--- src/hw/slc_cfg.svh ---
// Offsets, field positions and reset values of the lane datapath
`ifndef SLC_CFG_SVH
`define SLC_CFG_SVH
`define SLC_IDX_GLOBAL 6'h10
`define SLC_IDX_LANE0 6'h11
`define SLC_IDX_LANE3 6'h14
`define SLC_IDX_STATUS 6'h16
`define SLC_GB_CTC_EN 11
`define SLC_GB_RPT_HI 10
`define SLC_GB_RPT_LO 9
`define SLC_GB_INDEP 8
`define SLC_GB_ENC_EN 7
`define SLC_GB_MODE_OVR 3
`define SLC_LB_PRE_HI 5
`define SLC_LB_PRE_LO 4
`define SLC_LB_PRBS 2
`define SLC_GCFG_RST 12'h880
`define SLC_LCFG_RST 6'h00
`define SLC_RPT_PASS 2'h1
`define SLC_WORD_BITS 4'hA
`define SLC_CHR_A 8'h7C
`define SLC_CHR_K 8'hBC
`define SLC_CHR_R 8'h1C
`define SLC_CHR_IDLE 8'h07
`define SLC_FIFO_DEL_LVL 3'h3
`define SLC_FIFO_FULL 3'h4
`endif

--- src/hw/slc_pkg.sv ---
// Types of the lane datapath
package slc_pkg;
   typedef enum logic [3:0] {
      SLC_FULL = 4'h1,
      SLC_TXONLY = 4'h2,
      SLC_RXONLY = 4'h4,
      SLC_RPT = 4'h8
   } slc_mode_t;
   typedef struct packed {
      logic [9:0] sh;
      logic [6:0] pgen;
      logic [9:0] des;
      logic [3:0] dcnt;
      logic [6:0] hist;
      logic [2:0] hcnt;
      logic pass;
      logic [9:0] rxw;
      logic rstb;
      logic sout;
   } slc_lane_st_t;
   typedef struct packed {
      logic [3:0] bcnt;
      slc_mode_t mode;
      logic [11:0] gcfg;
      logic [3:0][5:0] lcfg;
      logic [31:0] prdata;
      logic [3:0][35:0] fifo;
      logic [2:0] wptr;
      logic [2:0] rptr;
      logic [39:0] rxd;
      logic [3:0] rxv;
      logic [3:0] mf;
      logic [3:0] ins_cnt;
      logic [3:0] del_cnt;
   } slc_top_st_t;
endpackage

--- src/hw/slc_lane.sv ---
// One lane: serializer, deserializer, PRBS generator and checker
`timescale 1ns/1ps
`include "slc_cfg.svh"
module slc_lane (
   // Clock and reset
   input wire logic i_clk,
   input wire logic i_nrst,
   // Transmit side
   input wire logic i_load,
   input wire logic [9:0] i_word,
   input wire logic i_prbs_en,
   input wire logic i_rpt,
   output logic o_ser_out,
   // Receive side
   input wire logic i_ser_in,
   input wire logic i_sync_en,
   output logic [9:0] o_rx_word,
   output logic o_rx_stb,
   output logic o_pass
);
   slc_pkg::slc_lane_st_t st_r;
   slc_pkg::slc_lane_st_t st_nxt;
   logic [9:0] gen_word;
   logic [6:0] gen_next;
   logic exp_bit;
   logic err;

   // Ten steps of the x^7+x^6+1 sequence per word
   always_comb begin
      logic [6:0] s;
      s = st_r.pgen;
      gen_word = 10'h000;
      for (int i = 0; i < 10; i++) begin
         gen_word[i] = s[6] ^ s[5];
         s = {s[5:0], gen_word[i]};
      end
      gen_next = s;
   end

   assign exp_bit = st_r.hist[6] ^ st_r.hist[5];
   assign err = (st_r.hcnt == 3'h7) && (i_ser_in != exp_bit);

   always_comb begin
      st_nxt = st_r;
      st_nxt.rstb = 1'b0;
      if (i_load) begin
         st_nxt.pgen = gen_next;
         // Self-test replaces bus data at the serializer input
         if (i_prbs_en) begin
            st_nxt.sout = gen_word[0];
            st_nxt.sh = {1'b0, gen_word[9:1]};
         end else begin
            st_nxt.sout = i_word[0];
            st_nxt.sh = {1'b0, i_word[9:1]};
         end
      end else begin
         st_nxt.sout = st_r.sh[0];
         st_nxt.sh = {1'b0, st_r.sh[9:1]};
      end
      if (i_rpt) begin
         st_nxt.sout = i_ser_in;
      end
      // Receive bits arrive LSB first
      st_nxt.des = {i_ser_in, st_r.des[9:1]};
      if (st_r.dcnt == `SLC_WORD_BITS - 4'h1) begin
         st_nxt.dcnt = 4'h0;
         st_nxt.rxw = {i_ser_in, st_r.des[9:1]};
         st_nxt.rstb = 1'b1;
      end else begin
         st_nxt.dcnt = st_r.dcnt + 4'h1;
      end
      st_nxt.hist = {st_r.hist[5:0], i_ser_in};
      if (st_r.hcnt != 3'h7) begin
         st_nxt.hcnt = st_r.hcnt + 3'h1;
      end
      if (i_sync_en) begin
         st_nxt.pass = st_r.pass & ~err;
      end else begin
         st_nxt.pass = ~err;
      end
   end

   always_ff @(posedge i_clk or negedge i_nrst) begin
      if (!i_nrst) begin
         st_r <= '{pgen: 7'h7F, pass: 1'b1, default: '0};
      end else begin
         st_r <= st_nxt;
      end
   end

   assign o_ser_out = st_r.sout;
   assign o_rx_word = st_r.rxw;
   assign o_rx_stb = st_r.rstb;
   assign o_pass = st_r.pass;
endmodule

--- src/hw/slc_top.sv ---
// Four-lane datapath control: CLOCK_TOLERANCE_COMP, serializers, modes, self-test, APB registers
`timescale 1ns/1ps
`include "slc_cfg.svh"
module slc_top (
   // Clock and reset
   input wire logic i_clk,
   input wire logic i_nrst,
   // APB slave
   input wire logic i_psel,
   input wire logic i_penable,
   input wire logic i_pwrite,
   input wire logic [7:0] i_paddr,
   input wire logic [31:0] i_pwdata,
   output logic [31:0] o_prdata,
   output logic o_pready,
   output logic o_pslverr,
   // Configuration pins
   input wire logic i_mode_select_pin_a,
   input wire logic i_mode_select_pin_b,
   input wire logic i_selftest_enable_pin,
   input wire logic i_sync_enable_input,
   // Transmit parallel side
   input wire logic [39:0] i_transmit_lane_data,
   input wire logic [39:0] i_enc_word,
   output logic o_word_load,
   // Serial link
   input wire logic [3:0] i_serial_receive_pair,
   output logic [3:0] o_ser_out,
   output logic [3:0] o_ser_out_en,
   output logic [3:0] o_preemph_sel_low,
   output logic [3:0] o_preemph_sel_high,
   // Receive parallel side
   input wire logic [31:0] i_rx_dec_data,
   input wire logic [3:0] i_rx_dec_k,
   input wire logic i_rx_dec_valid,
   output logic [39:0] o_rx_data,
   output logic [3:0] o_rx_valid,
   output logic o_rx_data_en,
   // Self-test report and power
   output logic [3:0] o_lane_multifunction_output,
   output logic o_pd_tx,
   output logic o_pd_rx
);
   slc_pkg::slc_top_st_t st_r;
   slc_pkg::slc_top_st_t st_nxt;
   logic load;
   logic [3:0] lane_pass;
   logic [3:0] lane_stb;
   logic [39:0] lane_word;
   logic [3:0] ser_in;
   logic [39:0] tx_word;
   logic [3:0] prbs_en;
   logic [5:0] idx;
   logic mapped;
   logic wr;
   logic rd_setup;
   logic [2:0] level;
   logic all_r;
   logic ctc_en;
   logic indep;
   slc_pkg::slc_mode_t pin_mode;

   function automatic logic is_ctrl(input logic [7:0] b, input logic k);
      is_ctrl = k && (b == `SLC_CHR_A || b == `SLC_CHR_K || b == `SLC_CHR_R);
   endfunction

   // Bit clock divided by ten marks each reference period
   assign load = (st_r.bcnt == 4'h0);
   assign ctc_en = st_r.gcfg[`SLC_GB_CTC_EN];
   assign indep = st_r.gcfg[`SLC_GB_INDEP];
   assign level = st_r.wptr - st_r.rptr;
   assign idx = i_paddr[7:2];
   assign mapped = (idx >= `SLC_IDX_GLOBAL && idx <= `SLC_IDX_LANE3)
      || idx == `SLC_IDX_STATUS;
   assign wr = i_psel && i_penable && i_pwrite && mapped;
   assign rd_setup = i_psel && !i_penable && !i_pwrite;

   always_comb begin
      all_r = 1'b1;
      for (int i = 0; i < 4; i++) begin
         if (!(i_rx_dec_k[i] && i_rx_dec_data[i*8 +: 8] == `SLC_CHR_R)) begin
            all_r = 1'b0;
         end
      end
   end

   // Pins pick the mode unless software overrides
   always_comb begin
      unique case ({i_mode_select_pin_a, i_mode_select_pin_b})
         2'b00: pin_mode = slc_pkg::SLC_FULL;
         2'b01: pin_mode = slc_pkg::SLC_TXONLY;
         2'b10: pin_mode = slc_pkg::SLC_RXONLY;
         2'b11: pin_mode = slc_pkg::SLC_RPT;
      endcase
   end

   always_comb begin
      for (int i = 0; i < 4; i++) begin
         prbs_en[i] = i_selftest_enable_pin || st_r.lcfg[i][`SLC_LB_PRBS];
         ser_in[i] = (st_r.mode == slc_pkg::SLC_TXONLY) ? 1'b0 : i_serial_receive_pair[i];
         o_preemph_sel_low[i] = st_r.lcfg[i][`SLC_LB_PRE_LO];
         o_preemph_sel_high[i] = st_r.lcfg[i][`SLC_LB_PRE_HI];
      end
      if (st_r.mode == slc_pkg::SLC_RXONLY) begin
         tx_word = 40'h0000000000;
      end else if (st_r.gcfg[`SLC_GB_ENC_EN]) begin
         tx_word = i_enc_word;
      end else begin
         tx_word = i_transmit_lane_data;
      end
   end

   for (genvar g = 0; g < 4; g++) begin : g_lane
      slc_lane u_lane (
         .i_clk(i_clk),
         .i_nrst(i_nrst),
         .i_load(load),
         .i_word(tx_word[g*10 +: 10]),
         .i_prbs_en(prbs_en[g]),
         .i_rpt(st_r.mode == slc_pkg::SLC_RPT),
         .o_ser_out(o_ser_out[g]),
         .i_ser_in(ser_in[g]),
         .i_sync_en(i_sync_enable_input),
         .o_rx_word(lane_word[g*10 +: 10]),
         .o_rx_stb(lane_stb[g]),
         .o_pass(lane_pass[g])
      );
   end

   always_comb begin
      logic [35:0] col;
      col = 36'h000000000;
      st_nxt = st_r;
      st_nxt.bcnt = (st_r.bcnt == `SLC_WORD_BITS - 4'h1) ? 4'h0 : st_r.bcnt + 4'h1;
      if (st_r.gcfg[`SLC_GB_MODE_OVR]) begin
         unique case (st_r.gcfg[1:0])
            2'b00: st_nxt.mode = slc_pkg::SLC_FULL;
            2'b01: st_nxt.mode = slc_pkg::SLC_TXONLY;
            2'b10: st_nxt.mode = slc_pkg::SLC_RXONLY;
            2'b11: st_nxt.mode = slc_pkg::SLC_RPT;
         endcase
      end else begin
         st_nxt.mode = pin_mode;
      end
      // Register writes; global preemph and self-test bits reach all lanes
      if (wr) begin
         if (idx == `SLC_IDX_GLOBAL) begin
            st_nxt.gcfg = i_pwdata[11:0];
            for (int i = 0; i < 4; i++) begin
               st_nxt.lcfg[i][5:4] = i_pwdata[5:4];
               st_nxt.lcfg[i][2] = i_pwdata[2];
            end
         end else if (idx != `SLC_IDX_STATUS) begin
            st_nxt.lcfg[idx[1:0] - 2'h1] = i_pwdata[5:0];
         end
      end
      if (rd_setup) begin
         if (idx == `SLC_IDX_GLOBAL) begin
            st_nxt.prdata = {20'h00000, st_r.gcfg[11:6], st_r.lcfg[0][5:4],
               st_r.gcfg[3], st_r.lcfg[0][2], st_r.gcfg[1:0]};
         end else if (idx >= `SLC_IDX_LANE0 && idx <= `SLC_IDX_LANE3) begin
            st_nxt.prdata = {26'h0000000, st_r.lcfg[idx[1:0] - 2'h1]};
         end else if (idx == `SLC_IDX_STATUS) begin
            st_nxt.prdata = {9'h000, st_r.del_cnt, st_r.ins_cnt, level,
               st_r.mode, st_r.mf, lane_pass};
         end else begin
            st_nxt.prdata = 32'h00000000;
         end
      end
      // Synchronized receive: column FIFO, compensation on all lanes at once
      if (!indep && st_r.mode != slc_pkg::SLC_TXONLY) begin
         if (i_rx_dec_valid) begin
            if (ctc_en && all_r && level >= `SLC_FIFO_DEL_LVL) begin
               st_nxt.del_cnt = st_r.del_cnt + 4'h1;
            end else if (level != `SLC_FIFO_FULL) begin
               st_nxt.fifo[st_r.wptr[1:0]] = {i_rx_dec_k, i_rx_dec_data};
               st_nxt.wptr = st_r.wptr + 3'h1;
            end
         end
         if (lane_stb[0]) begin
            if (level != 3'h0) begin
               col = st_r.fifo[st_r.rptr[1:0]];
               st_nxt.rptr = st_r.rptr + 3'h1;
            end else begin
               col = {4'hF, {4{`SLC_CHR_R}}};
               if (ctc_en) begin
                  st_nxt.ins_cnt = st_r.ins_cnt + 4'h1;
               end
            end
            for (int i = 0; i < 4; i++) begin
               if (is_ctrl(col[i*8 +: 8], col[32 + i])) begin
                  st_nxt.rxd[i*10 +: 10] = {2'h1, `SLC_CHR_IDLE};
               end else begin
                  st_nxt.rxd[i*10 +: 10] = {1'b0, col[32 + i], col[i*8 +: 8]};
               end
            end
         end
         st_nxt.rxv = {4{lane_stb[0]}};
      end else if (indep && st_r.mode != slc_pkg::SLC_TXONLY) begin
         for (int i = 0; i < 4; i++) begin
            if (lane_stb[i]) begin
               st_nxt.rxd[i*10 +: 10] = lane_word[i*10 +: 10];
            end
         end
         st_nxt.rxv = lane_stb;
      end else begin
         st_nxt.rxv = 4'h0;
      end
      // Pass flags reach the pins only when reporting is selected
      if (st_r.gcfg[`SLC_GB_RPT_HI:`SLC_GB_RPT_LO] == `SLC_RPT_PASS) begin
         st_nxt.mf = lane_pass;
      end else begin
         st_nxt.mf = 4'h0;
      end
   end

   always_ff @(posedge i_clk or negedge i_nrst) begin
      if (!i_nrst) begin
         st_r <= '{mode: slc_pkg::SLC_FULL, gcfg: `SLC_GCFG_RST,
            lcfg: {4{`SLC_LCFG_RST}}, default: '0};
      end else begin
         st_r <= st_nxt;
      end
   end

   assign o_prdata = st_r.prdata;
   assign o_pready = 1'b1;
   assign o_pslverr = i_psel && i_penable && !mapped;
   assign o_word_load = load;
   assign o_ser_out_en = (st_r.mode == slc_pkg::SLC_RXONLY) ? 4'h0 : 4'hF;
   assign o_rx_data = st_r.rxd;
   assign o_rx_valid = st_r.rxv;
   assign o_rx_data_en = (st_r.mode != slc_pkg::SLC_TXONLY);
   assign o_lane_multifunction_output = st_r.mf;
   assign o_pd_tx = (st_r.mode == slc_pkg::SLC_RXONLY);
   assign o_pd_rx = (st_r.mode == slc_pkg::SLC_TXONLY);
endmodule

--- config.mk ---
export PLATFORM = sky130hd
export DESIGN_NAME = slc_top
export DESIGN_NICKNAME = d
export VERILOG_FILES = /design/src/hw/slc_pkg.sv /design/src/hw/slc_lane.sv /design/src/hw/slc_top.sv
export VERILOG_INCLUDE_DIRS = /design/src /design/src/hw
export SDC_FILE = /design/constraint.sdc
export NUM_CORES = 1
export LEC_CHECK = 0
export BUFFER_PORTS_ARGS = -buffer_cell sky130_fd_sc_hd__clkbuf_2
export CORE_ASPECT_RATIO = 1.5
export CORE_MARGIN = 2
export CORE_UTILIZATION = 56
export CTS_CLUSTER_SIZE = 8
export DETAILED_ROUTE_END_ITERATION = 6
export GPL_TIMING_DRIVEN = 0
export PLACE_DENSITY = 0.79
export SYNTH_ARGS = -nofsm -noshare
export SYNTH_HDL_FRONTEND = slang
export SYNTH_SLANG_ARGS = --single-unit
--- constraint.sdc ---
create_clock -name i_clk -period 4.4 [get_ports i_clk]
set_input_delay 0.44 -clock i_clk [delete_from_list [all_inputs] [get_ports i_clk]]
set_output_delay 0.44 -clock i_clk [all_outputs]
set_load 0.02 [all_outputs]
== After elaboration in Yosys (flattened, before gate mapping) ==
Cells that the tools add are included.
Cells by class
  add/subtract/negate cells: 15
  magnitude comparators: 9
  eq/ne operators: 49
  muxes and demuxes: 85
  bitwise gates (word level): 55
  reduce and logical (&&, ||, !) cells: 63
Operators by type and width (number)
  36-bit 2-to-1 mux: 5
  40-bit 2-to-1 mux: 4
  144-bit bitwise mux: 1
  9-bit 2-to-1 mux: 12
  36-bit binary-select mux with 2-bit select: 1
  36-bit demux with 2-bit select: 1
  23-bit 2-to-1 mux: 3
  8-bit by 5-bit == test with 1-bit output, second input constant: 8
  44-bit 2-to-1 mux: 1
  1-bit bitwise XOR: 44
  10-bit 2-to-1 mux: 4
  4-bit 2-to-1 mux: 9
  8-bit by 7-bit == test with 1-bit output, second input constant: 4
  8-bit == test, second input constant: 4
  1-bit 2-to-1 mux: 32
  4-bit one-hot mux with 4 select lines: 2
  4-bit by 1-bit adder with 4-bit output, second input constant: 7
  1-bit logical AND: 26
  24-bit bitwise mux: 1
  4-bit == test, second input constant: 6
  24-bit 2-to-1 mux: 1
  3-bit by 1-bit adder with 3-bit output, second input constant: 6
  3-bit AND reduction: 6
  3-bit != test, second input constant: 5
  31 further kinds: 83
Word-level totals
  register bits after elaboration: 494
  bits of input ports: 170

== Logic depth before layout (Yosys ltp) ==
Gate-level depths: netlist of run 1.
  word-level depth: 12
  mapped depth: 10
  gate-level depth less buffers: 9

== Cells and area by module ==
Synthesis of run 1 repeated with hierarchy kept, for this count alone.
Second synthesis, totals
  cell total of the unflattened synthesis: 1746
  area total of the unflattened synthesis: 22021.1 µm²
By module, submodules not included
  slc_top: instances 1, cells each 1154, area an instance 14203.6 µm²
  slc_lane: instances 4, cells each 148, area an instance 1954.4 µm²

== Worst setup path before layout of run 1 ==
No wires, ideal clock.
  path kind: reg2reg
  start: register st_r[57] (netlist name)
  end: register st_r[103] (netlist name)
  arrival: 3.052 ns
  slack: 1.223 ns
  cell stages (with the launch flop): 11
  path buffers: 3
  period minus slack after synthesis: 3.177 ns
  cell sequence: dfrtp_1 -> buf_4 -> clkbuf_1 -> inv_1 -> fa_1 -> xnor3_1 -> a21oi_1 -> nor4_4 -> nor2_4 -> buf_6 -> mux2_4
Between the ends
  cells in the longest elaborated chain, start to end: 5
Ends and longest elaborated chain
  from (decl): RTL line slc_top.sv:44  | slc_pkg::slc_top_st_t st_r;
  from (signal assigned): RTL line slc_top.sv:219  | st_r <= '{mode: slc_pkg::SLC_FULL, gcfg: `SLC_GCFG_RST,
  from (signal assigned): RTL line slc_top.sv:222  | st_r <= st_nxt;
  3-bit subtractor *: RTL line slc_top.sv:71  | assign level = st_r.wptr - st_r.rptr;
  3-bit by 2-bit greater-or-equal comparator with 1-bit output (no line)
  1-bit logical AND (no line)
  1-bit NOT (no line)
  4-bit AND reduction (no line) *
Mark *: on every way between the ends. The rest lies on a longest branch, timed or not.
A chain may end at the register's enable or synchronous reset.

== Final worst setup path of run 1 ==
  start: register st_r[57] (netlist name)
  end: register st_r[1] (netlist name)
Between the ends
  cells in the longest elaborated chain, start to end: 4
Ends and longest elaborated chain (RTL line)
  3-bit subtractor: slc_top.sv:71
  3-bit by 2-bit greater-or-equal comparator with 1-bit output (no line)
  1-bit logical AND (no line)
  3-bit AND reduction (no line)
Every way passes these cells.

==> out/qor.csv, run 1 <==
stage,metric,value,unit
run_status,status,"complete, no violations",
sta,RSZ-0062 raised after global routing,no,
setup_path,arrival time worst endpoint,4.58,ns
floorplan,number of top-level pins,272,
sta,max-slew violation count,0,
floorplan,Die ar.,0.0392,mm2
floorplan,Rows,86,
detailed_routing,Final ANT Viol Nets,0,
setup_path,Critical Path Start Type,flop,
placed_design,dpl hpwl,37600,um
synthesis,Synth area leaders,"dfrtp_1, mux2_2, mux4_2, dfstp_2, o21ai_0",
power_and_ir_drop,PD cells,488,mW/mm2
placed_design,Post-Place Worst Slack,0.316,ns
global_routing,Tot GR Track Use,0.271,
global_routing,remaining global-route overflow,0,
global_routing,number of global-route vias before repair,15280,
min_path,hold crit path type,in2reg,
cells_and_area,"Design Area, Final",0.0249,mm2
placed_design,PortBufs,239,
synthesis,Yosys reg bits,450,
sta,clock skew,0.0230,ns
cts,H-tree levels,3,
synthesis,Mapped Cells,1708,
sta,Setup TNS,0,ns
synthesis,share of the synthesized area in the top cell type,0.494,
detailed_routing,total number of vias,14554,
global_routing,largest net degree at the start of global routing,122,
synthesis,"Top FF cell, synth",dfrtp_1,
setup_path,CP Capture Type,flop,
synthesis,register area share after synthesis,0.538,
sta,fmax,242,MHz
floorplan,core area,0.0369,mm2
cts,Worst-Skew Late Latency,0.58,ns
synthesis,"EDFF count, synth",0,
detailed_routing,Residual DRC,0,
sta,max_slew headroom,0.271,
detailed_routing,final WL,51900,um
synthesis,Synth Area per Inst,12.3,um2
sta,Worst-Margin Slew,1.08,ns
setup_path,CP required,4.85,ns
global_routing,initial antenna violation count,8,
setup_path,"reg-to-reg slack, setup",0.27,ns
cts,postcts setup bufs,0,
synthesis,Mapped Area,0.0210,mm2
cts,CTS Buf Count,66,
sta,number of setup violations in the final report,0,
setup_path,CP Max Fanout,10,
cts,Clock Tree Buf Depth,3,
synthesis,Synth Warn #,0,
cts,Worst-path clk slew,0.05,ns
cts,PostCTS Resize Cnt,0,
synthesis,Yosys top cell by area,dfrtp_1,
synthesis,Async SR Flop Fraction,1.00,
sta,period utilization,0.939,
cts,clk root buf,clkbuf_16,
cells_and_area,fin util,0.673,
setup_path,Setup CP Type,reg2reg,
sta,final worst slack,0.270,ns
cells_and_area,layout overhead on the synthesized area,18.2,%
detailed_routing,Via density,5.72,
global_routing,first-pass GRT wire length,82100,um
floorplan,Die H,241,um
synthesis,Yosys cell types,66,
setup_path,CP peak stage delay,0.84,ns
floorplan,die width,162,um
detailed_routing,mean routed wirelength per cell,20.4,um
detailed_routing,Initial DRC Count,883,
job,max_cap viols,0,
placed_design,Cells after DPL,2443,
sta,min Tclk post-route,4.13,ns
cells_and_area,Final nets,2219,
placed_design,gp weighted congestion,0.901,
power_and_ir_drop,Peak VDD IR,333,uV
detailed_routing,First-pass DRT Iterations,5,
synthesis,"count leader, synth",dfrtp_1,
placed_design,placed inst area,0.0230,mm2
cells_and_area,post-route insts no fill,2543,
synthesis,most common library cells after synthesis,"dfrtp_1, mux2_2, o21ai_0",
setup_path,CP cell instances,"buf_4, clkbuf_1, inv_1, fa_1, xnor3_1, a21oi_1, nor4_1, nand3_1, mux2_2",
cells_and_area,fraction of layout cells with a size suffix above 1,0.378,
power_and_ir_drop,Leakage,11.7,nW
sta,Fin. Hold Viols,0,
cts,CTS tree,built,
cts,clk sinks,450,
floorplan,initial core utilization,0.570,
setup_path,slowest cell on the critical path,nor4_1,
## critical path: cells and delay by family, from the launching register on
| kind | cells | cell delay [ns] |
|---|---|---|
| xor+xnor | 1 | 0.55 |
| flops | 1 | 0.36 |
| fa+ha+maj | 1 | 0.50 |
| mux | 1 | 0.33 |
| compound gates | 1 | 0.14 |
| buf+inv | 3 | 1.03 |
| simple gates | 2 | 1.10 |
## registers in the layout (all words and copies together) (netlist names)
signal	count
st_r	189
g_lane.u_lane.st_r	92
g_lane.u_lane.o_rx_word	40
o_rx_data	40
g_lane.u_lane.st_nxt	36
o_prdata	23
g_lane.u_lane.o_pass	4
g_lane.u_lane.o_rx_stb	4
g_lane.u_lane.o_ser_out	4
o_lane_multifunction_output	4
o_preemph_sel_high	4
o_preemph_sel_low	4
o_rx_valid	4
ctc_en	1
indep	1
## worst paths after layout
kind | startpoint | endpoint | cells after the start
worst max-delay path | st_r[57] | st_r[1] | 9
worst min-delay path | i_mode_select_pin_b | st_r[274] | 2
worst max register to register | st_r[57] | st_r[1] | 9
worst min register to register | g_lane[2].u_lane.st_nxt[17] | g_lane[2].u_lane.st_nxt[34] | 0
max in group asynchronous | i_nrst | o_rx_data[10] | 6
min in group asynchronous | i_nrst | g_lane[2].u_lane.st_r[51] | 2
## final cells by class
| cell class | count | area [um2] |
|---|---|---|
| plain buffers | 184 | 1160 |
| diodes | 4 | 10.0 |
| clock inverters | 6 | 82.6 |
| clock buffers | 89 | 1760 |
| inverters | 48 | 180 |
| repair buffers | 244 | 1330 |
| multi-input cells | 1034 | 8420 |
| flip-flops and latches | 450 | 11300 |
| well taps | 484 | 606 |
| fillers | 2629 | 12100 |
## power by group
group          internal, mW  switching [mW]
clock                  2.77            1.77
sequential             4.78           0.409
combinational          1.21            1.18
total                  8.76            3.35
## routing by layer
metal / routed length (um) / GRT usage
met1: 19700 / 0.320
met2: 26600 / 0.469
met3: 3380 / 0.0644
met4: 2160 / 0.129
met5: 70 / 0
## cell usage in the layout (no fill, tap or decap), drive strengths merged, types with 8 or more instances in the layout
cell type | synthesis | routed
o211ai | 8 | 8
nand3 | 22 | 22
ha | 20 | 20
mux2 | 252 | 252
conb | 2 | 10
buf | 120 | 124
nor2 | 60 | 60
mux2i | 18 | 18
a21oi | 23 | 23
xor2 | 24 | 24
nor2b | 22 | 22
xnor2 | 47 | 47
nand2b | 10 | 10
and3 | 10 | 10
inv | 47 | 48
a22oi | 17 | 17
dfstp | 35 | 35
clkbuf | 64 | 392
nand2 | 143 | 143
dfrtp | 415 | 415
a22o | 16 | 16
a31oi | 31 | 31
mux4 | 42 | 42
o21ai | 151 | 151
## stage by stage
step                      total power, mW  hold WS, ns
final                                12.1       0.0814
after global routing                 12.6       0.0756
after CTS                            12.2       0.0694
after detailed placement             7.61        0.358
after global placement               7.46        0.352
after floorplan                      6.78        0.144
## timing repair
| item | CTS | global route |
|---|---|---|
| hold buffers | 1 | 0 |
| hold endpoints to repair | 17 | 0 |
| setup endpoints to repair | 0 | 0 |
## cells by family after synthesis
family,Yosys count,share of synthesized area
flip-flops,450,0.538
AND/OR/NAND/NOR,324,0.0772
multiplexers,312,0.190
AO/OA/AOI/OAI,294,0.0869
buffers and inverters,232,0.0640
XOR/XNOR,73,0.0318
adder cells (fa/ha/maj),21,0.0129
other,2,0.000357
Note: power is estimated with default switching activity, not from simulation.
==> inputs of run 2 (changes only) <==
--- a/config.mk
+++ b/config.mk
@@ -7,7 +7,7 @@
 export NUM_CORES = 1
 export LEC_CHECK = 0
 export BUFFER_PORTS_ARGS = -buffer_cell sky130_fd_sc_hd__clkbuf_2
-export CORE_ASPECT_RATIO = 1.5
+export CORE_ASPECT_RATIO = 0.8
 export CORE_MARGIN = 2
 export CORE_UTILIZATION = 56
 export CTS_CLUSTER_SIZE = 8
==> out/qor.csv, run 2 (synthesized netlist as in run 1, its figures left out) <==
stage,metric,value,unit,change
run_status,status,"complete, no violations",,unchanged
sta,period utilization,0.907,,was 0.939
setup_path,CP Capture Type,flop,,unchanged
sta,Setup TNS,0,ns,unchanged
setup_path,CP Max Fanout,10,,unchanged
global_routing,largest net degree at the start of global routing,114,,was 122
global_routing,Tot GR Track Use,0.281,,was 0.271
job,max_cap viols,0,,unchanged
sta,max_slew headroom,0.182,,was 0.271
sta,clock skew,0.0246,ns,was 0.0230 ns
sta,Fin. Hold Viols,0,,unchanged
setup_path,Setup CP Type,reg2reg,,unchanged
detailed_routing,mean routed wirelength per cell,21.2,um,was 20.4 um
min_path,Hold Startpoint,i_mode_select_pin_b,,unchanged
cts,Clock Tree Buf Depth,3,,unchanged
cts,CTS tree,built,,unchanged
floorplan,number of top-level pins,272,,unchanged
cells_and_area,"commonest non-fill, non-tap cells in the layout","dfrtp_1, mux2_2, clkbuf_2",,unchanged
floorplan,Rows,63,,was 86
cells_and_area,Biggest register,st_r,,unchanged
floorplan,die width,221,um,was 162 um
global_routing,initial antenna violation count,3,,was 8
placed_design,dpl hpwl,38300,um,was 37600 um
cts,clk root buf,clkbuf_16,,unchanged
setup_path,Critical Path Start Type,flop,,unchanged
power_and_ir_drop,Leakage,11.7,nW,about the same
setup_path,"reg-to-reg slack, setup",0.41,ns,was 0.27 ns
sta,max-slew violation count,0,,unchanged
floorplan,Die H,177,um,was 241 um
global_routing,remaining global-route overflow,0,,unchanged
detailed_routing,First-pass DRT Iterations,5,,unchanged
placed_design,gp weighted congestion,0.884,,was 0.901
setup_path,CP required,4.83,ns,was 4.85 ns
cells_and_area,Fill cells,2677,,was 2629
floorplan,initial core utilization,0.568,,was 0.570
cells_and_area,fin util,0.671,,was 0.673
cts,Worst-path clk slew,0.05,ns,about the same
setup_path,path depth of the worst reg2reg path,10,,was 9
setup_path,Reg-to-Reg Start,st_r[57],,unchanged
min_path,hold crit path type,in2reg,,unchanged
detailed_routing,Residual DRC,0,,unchanged
cts,CTS Buf Count,66,,unchanged
cells_and_area,"Design Area, Final",0.0249,mm2,about the same
detailed_routing,Via density,5.79,,was 5.72
detailed_routing,total number of vias,14707,,was 14554
floorplan,Die ar.,0.0391,mm2,was 0.0392 mm2
power_and_ir_drop,PD cells,494,mW/mm2,was 488 mW/mm2
sta,fmax,251,MHz,was 242 MHz
cts,H-tree levels,3,,unchanged
cts,postcts setup bufs,0,,unchanged
cells_and_area,fraction of layout cells with a size suffix above 1,0.378,,about the same
global_routing,number of global-route vias before repair,14981,,was 15280
setup_path,RR Endpoint,st_r[103],,was st_r[1]
sta,number of setup violations in the final report,0,,unchanged
power_and_ir_drop,Peak VDD IR,289,uV,was 333 uV
placed_design,PortBufs,239,,unchanged
sta,RSZ-0062 raised after global routing,no,,unchanged
cts,PostCTS Resize Cnt,0,,unchanged
setup_path,arrival time worst endpoint,4.41,ns,was 4.58 ns
floorplan,core area,0.0370,mm2,was 0.0369 mm2
sta,Worst-Margin Slew,1.22,ns,was 1.08 ns
global_routing,first-pass GRT wire length,83800,um,was 82100 um
cells_and_area,"most common cell after layout, fill and taps aside",dfrtp_1,,unchanged
cells_and_area,number of flip-flops under the largest register name,189,,unchanged
detailed_routing,Initial DRC Count,1217,,was 883
cells_and_area,Final nets,2219,,unchanged
min_path,WHS Path Cells,2,,unchanged
cells_and_area,layout overhead on the synthesized area,18.3,%,was 18.2%
min_path,worst hold endpoint,st_r[274],,unchanged
detailed_routing,final WL,53800,um,was 51900 um
cells_and_area,top flop regs,"st_r: 189 flops, g_lane.u_lane.st_r: 92 flops",,unchanged
detailed_routing,Final ANT Viol Nets,0,,unchanged
cts,clk sinks,450,,unchanged
cts,Worst-Skew Late Latency,0.55,ns,was 0.58 ns
placed_design,placed inst area,0.0230,mm2,about the same
sta,min Tclk post-route,3.99,ns,was 4.13 ns
-- run 2: changes by cell type in the layout (fill, tap and decap cells not counted), sizes merged --
cell and delta:
clkbuf +3, clkinv -4, diode -3
-- run 2: cell type report --
cell class	count	area, um2	area share
Inverter	48	180	0.00724
Clock inverter	2	17.5	0.000704
Timing Repair Buffer	244	1330	0.0533
Multi-Input combinational cell	1034	8410	0.338
Antenna cell	1	2.50	0.000101
Tap cell	487	609	0.0245
Sequential cell	450	11300	0.455
Clock buffer	92	1860	0.0746
Buffer	184	1160	0.0468
-- run 2: repair_timing --
item / 4_1_cts / 5_1_grt
endpoints found under the hold margin: 53 / 0
hold buffers: 1 / 0
endpoints found under the setup margin: 0 / 0
-- run 2: worst max-delay path by stage --
stage	startpoint	to	slack, ns	depth (start not counted)
floorplan	st_r[57]	st_r[103]	1.22	10
global placement	i_nrst	g_lane[1].u_lane.st_r[25]	-6.73	1
detailed placement	st_r[57]	st_r[198]	0.49	10
CTS	st_r[57]	st_r[103]	0.41	10
global route	st_r[57]	st_r[1]	0.21	9
finish	st_r[57]	st_r[103]	0.41	10
-- run 2: where the power goes --
part | internal [mW] | total, mW | switching [mW]
sequential | 4.78 | 5.21 | 0.428
combinational | 1.21 | 2.45 | 1.24
clock | 2.89 | 4.63 | 1.74
-- run 2: worst max-delay path: stages (launching register included) --
cell	delay [ns]
dfrtp_1	0.35
buf_4	0.21
clkbuf_1	0.54
inv_1	0.19
fa_1	0.49
xnor3_1	0.53
a21oi_1	0.16
nor4_4	0.65
nor2_4	0.21
buf_6	0.22
mux2_4	0.30
-- run 2: metal layers --
metal	part of all wire	up-vias	GRT usage
met5	0.00043	-	0
met4	0.035	4	0.109
met3	0.067	122	0.0564
met2	0.46	523	0.418
met1	0.44	7485	0.409
li1	-	6573	-
-- run 2: stage by stage --
step	worst slack [ns]	power [mW]	hold WS, ns	cells
after global placement	-6.73	7.54	0.351	2442
after CTS	0.409	12.3	0.0672	2541
after floorplan	1.22	6.78	0.144	1716
after detailed placement	0.492	7.68	0.356	2446
final	0.411	12.3	0.0962	2542
after global routing	0.208	12.8	0.0754	2542
==> inputs of run 3 (changes only) <==
--- a/config.mk
+++ b/config.mk
@@ -13,7 +13,9 @@
 export CTS_CLUSTER_SIZE = 8
 export DETAILED_ROUTE_END_ITERATION = 6
 export GPL_TIMING_DRIVEN = 0
+export MAX_ROUTING_LAYER = met4
 export PLACE_DENSITY = 0.79
+export RECOVER_POWER = 25
 export SYNTH_ARGS = -nofsm -noshare
 export SYNTH_HDL_FRONTEND = slang
 export SYNTH_SLANG_ARGS = --single-unit
==> out/qor.csv, run 3 (synthesized netlist as in run 1, its figures left out) <==
stage,metric,value,unit,change
cts,Clock Tree Buf Depth,3,,unchanged
cells_and_area,"most common cell after layout, fill and taps aside",dfrtp_1,,unchanged
detailed_routing,final WL,53800,um,about the same
floorplan,die width,221,um,unchanged
cells_and_area,top flop regs,"st_r: 189 flops, g_lane.u_lane.st_r: 92 flops",,unchanged
sta,RSZ-0062 raised after global routing,no,,unchanged
cts,H-tree levels,3,,unchanged
global_routing,first-pass GRT wire length,83800,um,about the same
placed_design,placed inst area,0.0230,mm2,unchanged
setup_path,RR Endpoint,st_r[103],,unchanged
cts,clk root buf,clkbuf_16,,unchanged
run_status,status,finished with violations,,"was complete, no violations"
job,max_cap viols,1,,was 0
setup_path,Reg-to-Reg Start,st_r[57],,unchanged
cells_and_area,number of flip-flops under the largest register name,189,,unchanged
setup_path,CP required,4.82,ns,was 4.83 ns
setup_path,CP Max Fanout,10,,unchanged
detailed_routing,First-pass DRT Iterations,7,,was 5
sta,number of setup violations in the final report,0,,unchanged
power_and_ir_drop,Switching Share,0.277,,was 0.278
min_path,worst hold endpoint,st_r[274],,unchanged
global_routing,number of global-route vias before repair,14952,,was 14981
cells_and_area,Fill cells,2680,,was 2677
detailed_routing,Residual DRC,0,,unchanged
setup_path,Setup CP Type,reg2reg,,unchanged
sta,Worst-Margin Slew,2.31,ns,was 1.22 ns
sta,fmax,253,MHz,was 251 MHz
global_routing,largest net degree at the start of global routing,114,,unchanged
power_and_ir_drop,Sequential Power Share,0.424,,about the same
cts,Worst-path clk slew,0.05,ns,about the same
floorplan,Die H,177,um,unchanged
floorplan,core area,0.0370,mm2,unchanged
floorplan,Die ar.,0.0391,mm2,unchanged
detailed_routing,mean routed wirelength per cell,21.1,um,was 21.2 um
sta,max_slew headroom,-0.539,,was 0.182
cells_and_area,Biggest register,st_r,,unchanged
global_routing,Tot GR Track Use,0.290,,was 0.281
sta,min Tclk post-route,3.95,ns,was 3.99 ns
setup_path,arrival time worst endpoint,4.37,ns,was 4.41 ns
cells_and_area,area of the multi-input gates,0.00841,mm2,unchanged
cells_and_area,fin util,0.671,,about the same
global_routing,initial antenna violation count,3,,unchanged
setup_path,Critical Path Start Type,flop,,unchanged
cts,CTS tree,built,,unchanged
placed_design,dpl hpwl,38300,um,unchanged
power_and_ir_drop,Psw,3.41,mW,about the same
cts,CTS Buf Count,66,,unchanged
detailed_routing,Initial DRC Count,1244,,was 1217
cells_and_area,"commonest non-fill, non-tap cells in the layout","dfrtp_1, mux2_2, clkbuf_2",,unchanged
sta,final hold slack,0.0900,ns,was 0.0962 ns
power_and_ir_drop,Leakage,11.7,nW,about the same
min_path,WHS Path Cells,2,,unchanged
power_and_ir_drop,Cell Int Power,8.88,mW,about the same
sta,Setup TNS,0,ns,unchanged
power_and_ir_drop,Clk network pwr share,0.377,,about the same
setup_path,CP Capture Type,flop,,unchanged
cells_and_area,Seq. cell area,0.0113,mm2,unchanged
placed_design,gp weighted congestion,0.898,,was 0.884
placed_design,PortBufs,239,,unchanged
power_and_ir_drop,combinational power share,0.199,,about the same
cells_and_area,layout overhead on the synthesized area,18.2,%,was 18.3%
cts,postcts setup bufs,0,,unchanged
power_and_ir_drop,PD cells,494,mW/mm2,about the same
sta,clock skew,0.0261,ns,was 0.0246 ns
min_path,Hold Startpoint,i_mode_select_pin_b,,unchanged
global_routing,remaining global-route overflow,0,,unchanged
setup_path,"reg-to-reg slack, setup",0.45,ns,was 0.41 ns
power_and_ir_drop,Peak VDD IR,290,uV,was 289 uV
sta,max-slew violation count,85,,was 0
cts,clk sinks,450,,unchanged
sta,period utilization,0.898,,was 0.907
run_status,failing checks,"capacitance limit, slew limit",,
sta,Fin. Hold Viols,0,,unchanged
cells_and_area,Final nets,2219,,unchanged
cells_and_area,"Design Area, Final",0.0249,mm2,about the same
detailed_routing,Final ANT Viol Nets,0,,unchanged
cells_and_area,fraction of layout cells with a size suffix above 1,0.377,,was 0.378
floorplan,Rows,63,,unchanged
floorplan,initial core utilization,0.568,,unchanged
setup_path,path depth of the worst reg2reg path,10,,unchanged
floorplan,number of top-level pins,272,,unchanged
min_path,hold crit path type,in2reg,,unchanged
detailed_routing,total number of vias,14659,,was 14707
detailed_routing,Via density,5.76,,was 5.79
cts,Worst-Skew Late Latency,0.55,ns,about the same
[run 3: cell types whose count changed in the layout (fill, tap and decap cells not counted), sizes merged]
| cell | change |
|---|---|
| diode | +2 |
[run 3: area by class of cell]
class / count / area share
Antenna cell: 3 / 0.000302
Buffer: 184 / 0.0468
Clock buffer: 92 / 0.0746
Clock inverter: 2 / 0.000704
Inverter: 48 / 0.00725
Multi-Input combinational cell: 1034 / 0.338
Sequential cell: 450 / 0.455
Tap cell: 487 / 0.0245
Timing Repair Buffer: 244 / 0.0529
[run 3: critical path, cell delays in order (launching register included)]
cell and delay, ns:
dfrtp_1 0.35, buf_4 0.21, clkbuf_1 0.52, inv_1 0.18, fa_1 0.49, xnor3_1 0.53
a21oi_1 0.16, nor4_4 0.65, nor2_4 0.21, buf_6 0.22, mux2_4 0.30
[run 3: routing by layer]
metal  global-route usage  vias up  share of wire
li1                     -     6583              -
met3               0.0566      120          0.064
met1                0.410     7482           0.44
met4                0.109        0          0.034
met2                0.419      474           0.46
met5                    -        -              0
[run 3: worst max-delay path by stage]
stage | startpoint | end | slack, ns | depth (start not counted)
after floorplan | st_r[57] | st_r[103] | 1.22 | 10
after global placement | i_nrst | g_lane[1].u_lane.st_r[25] | -6.73 | 1
after detailed placement | st_r[57] | st_r[198] | 0.49 | 10
after CTS | st_r[57] | st_r[103] | 0.41 | 10
after global routing | st_r[57] | st_r[1] | 0.21 | 9
final | st_r[57] | st_r[103] | 0.45 | 10
[run 3: stage by stage]
step                total power [mW]  std cells  worst slack [ns]
finish                          12.3       2544             0.450
global route                    12.8       2544             0.211
floorplan                       6.78       1716              1.22
CTS                             12.3       2541             0.409
detailed placement              7.68       2446             0.492
global placement                7.54       2442             -6.73
[run 3: power by group through the flow]
stage                     registers (mW)  logic, mW  clock network, mW
after floorplan                     5.08       1.70                  0
after global placement              5.20       2.34                  0
after detailed placement            5.25       2.43                  0
after CTS                           5.20       2.45               4.69
after global routing                5.27       2.64               4.89
final                               5.21       2.45               4.63
[run 3: what timing repair did]
item | 4_1_cts | 5_1_grt
hold buffers | 1 | 0
endpoints found under the hold margin | 53 | 0
gates resized for setup | 0 | 0
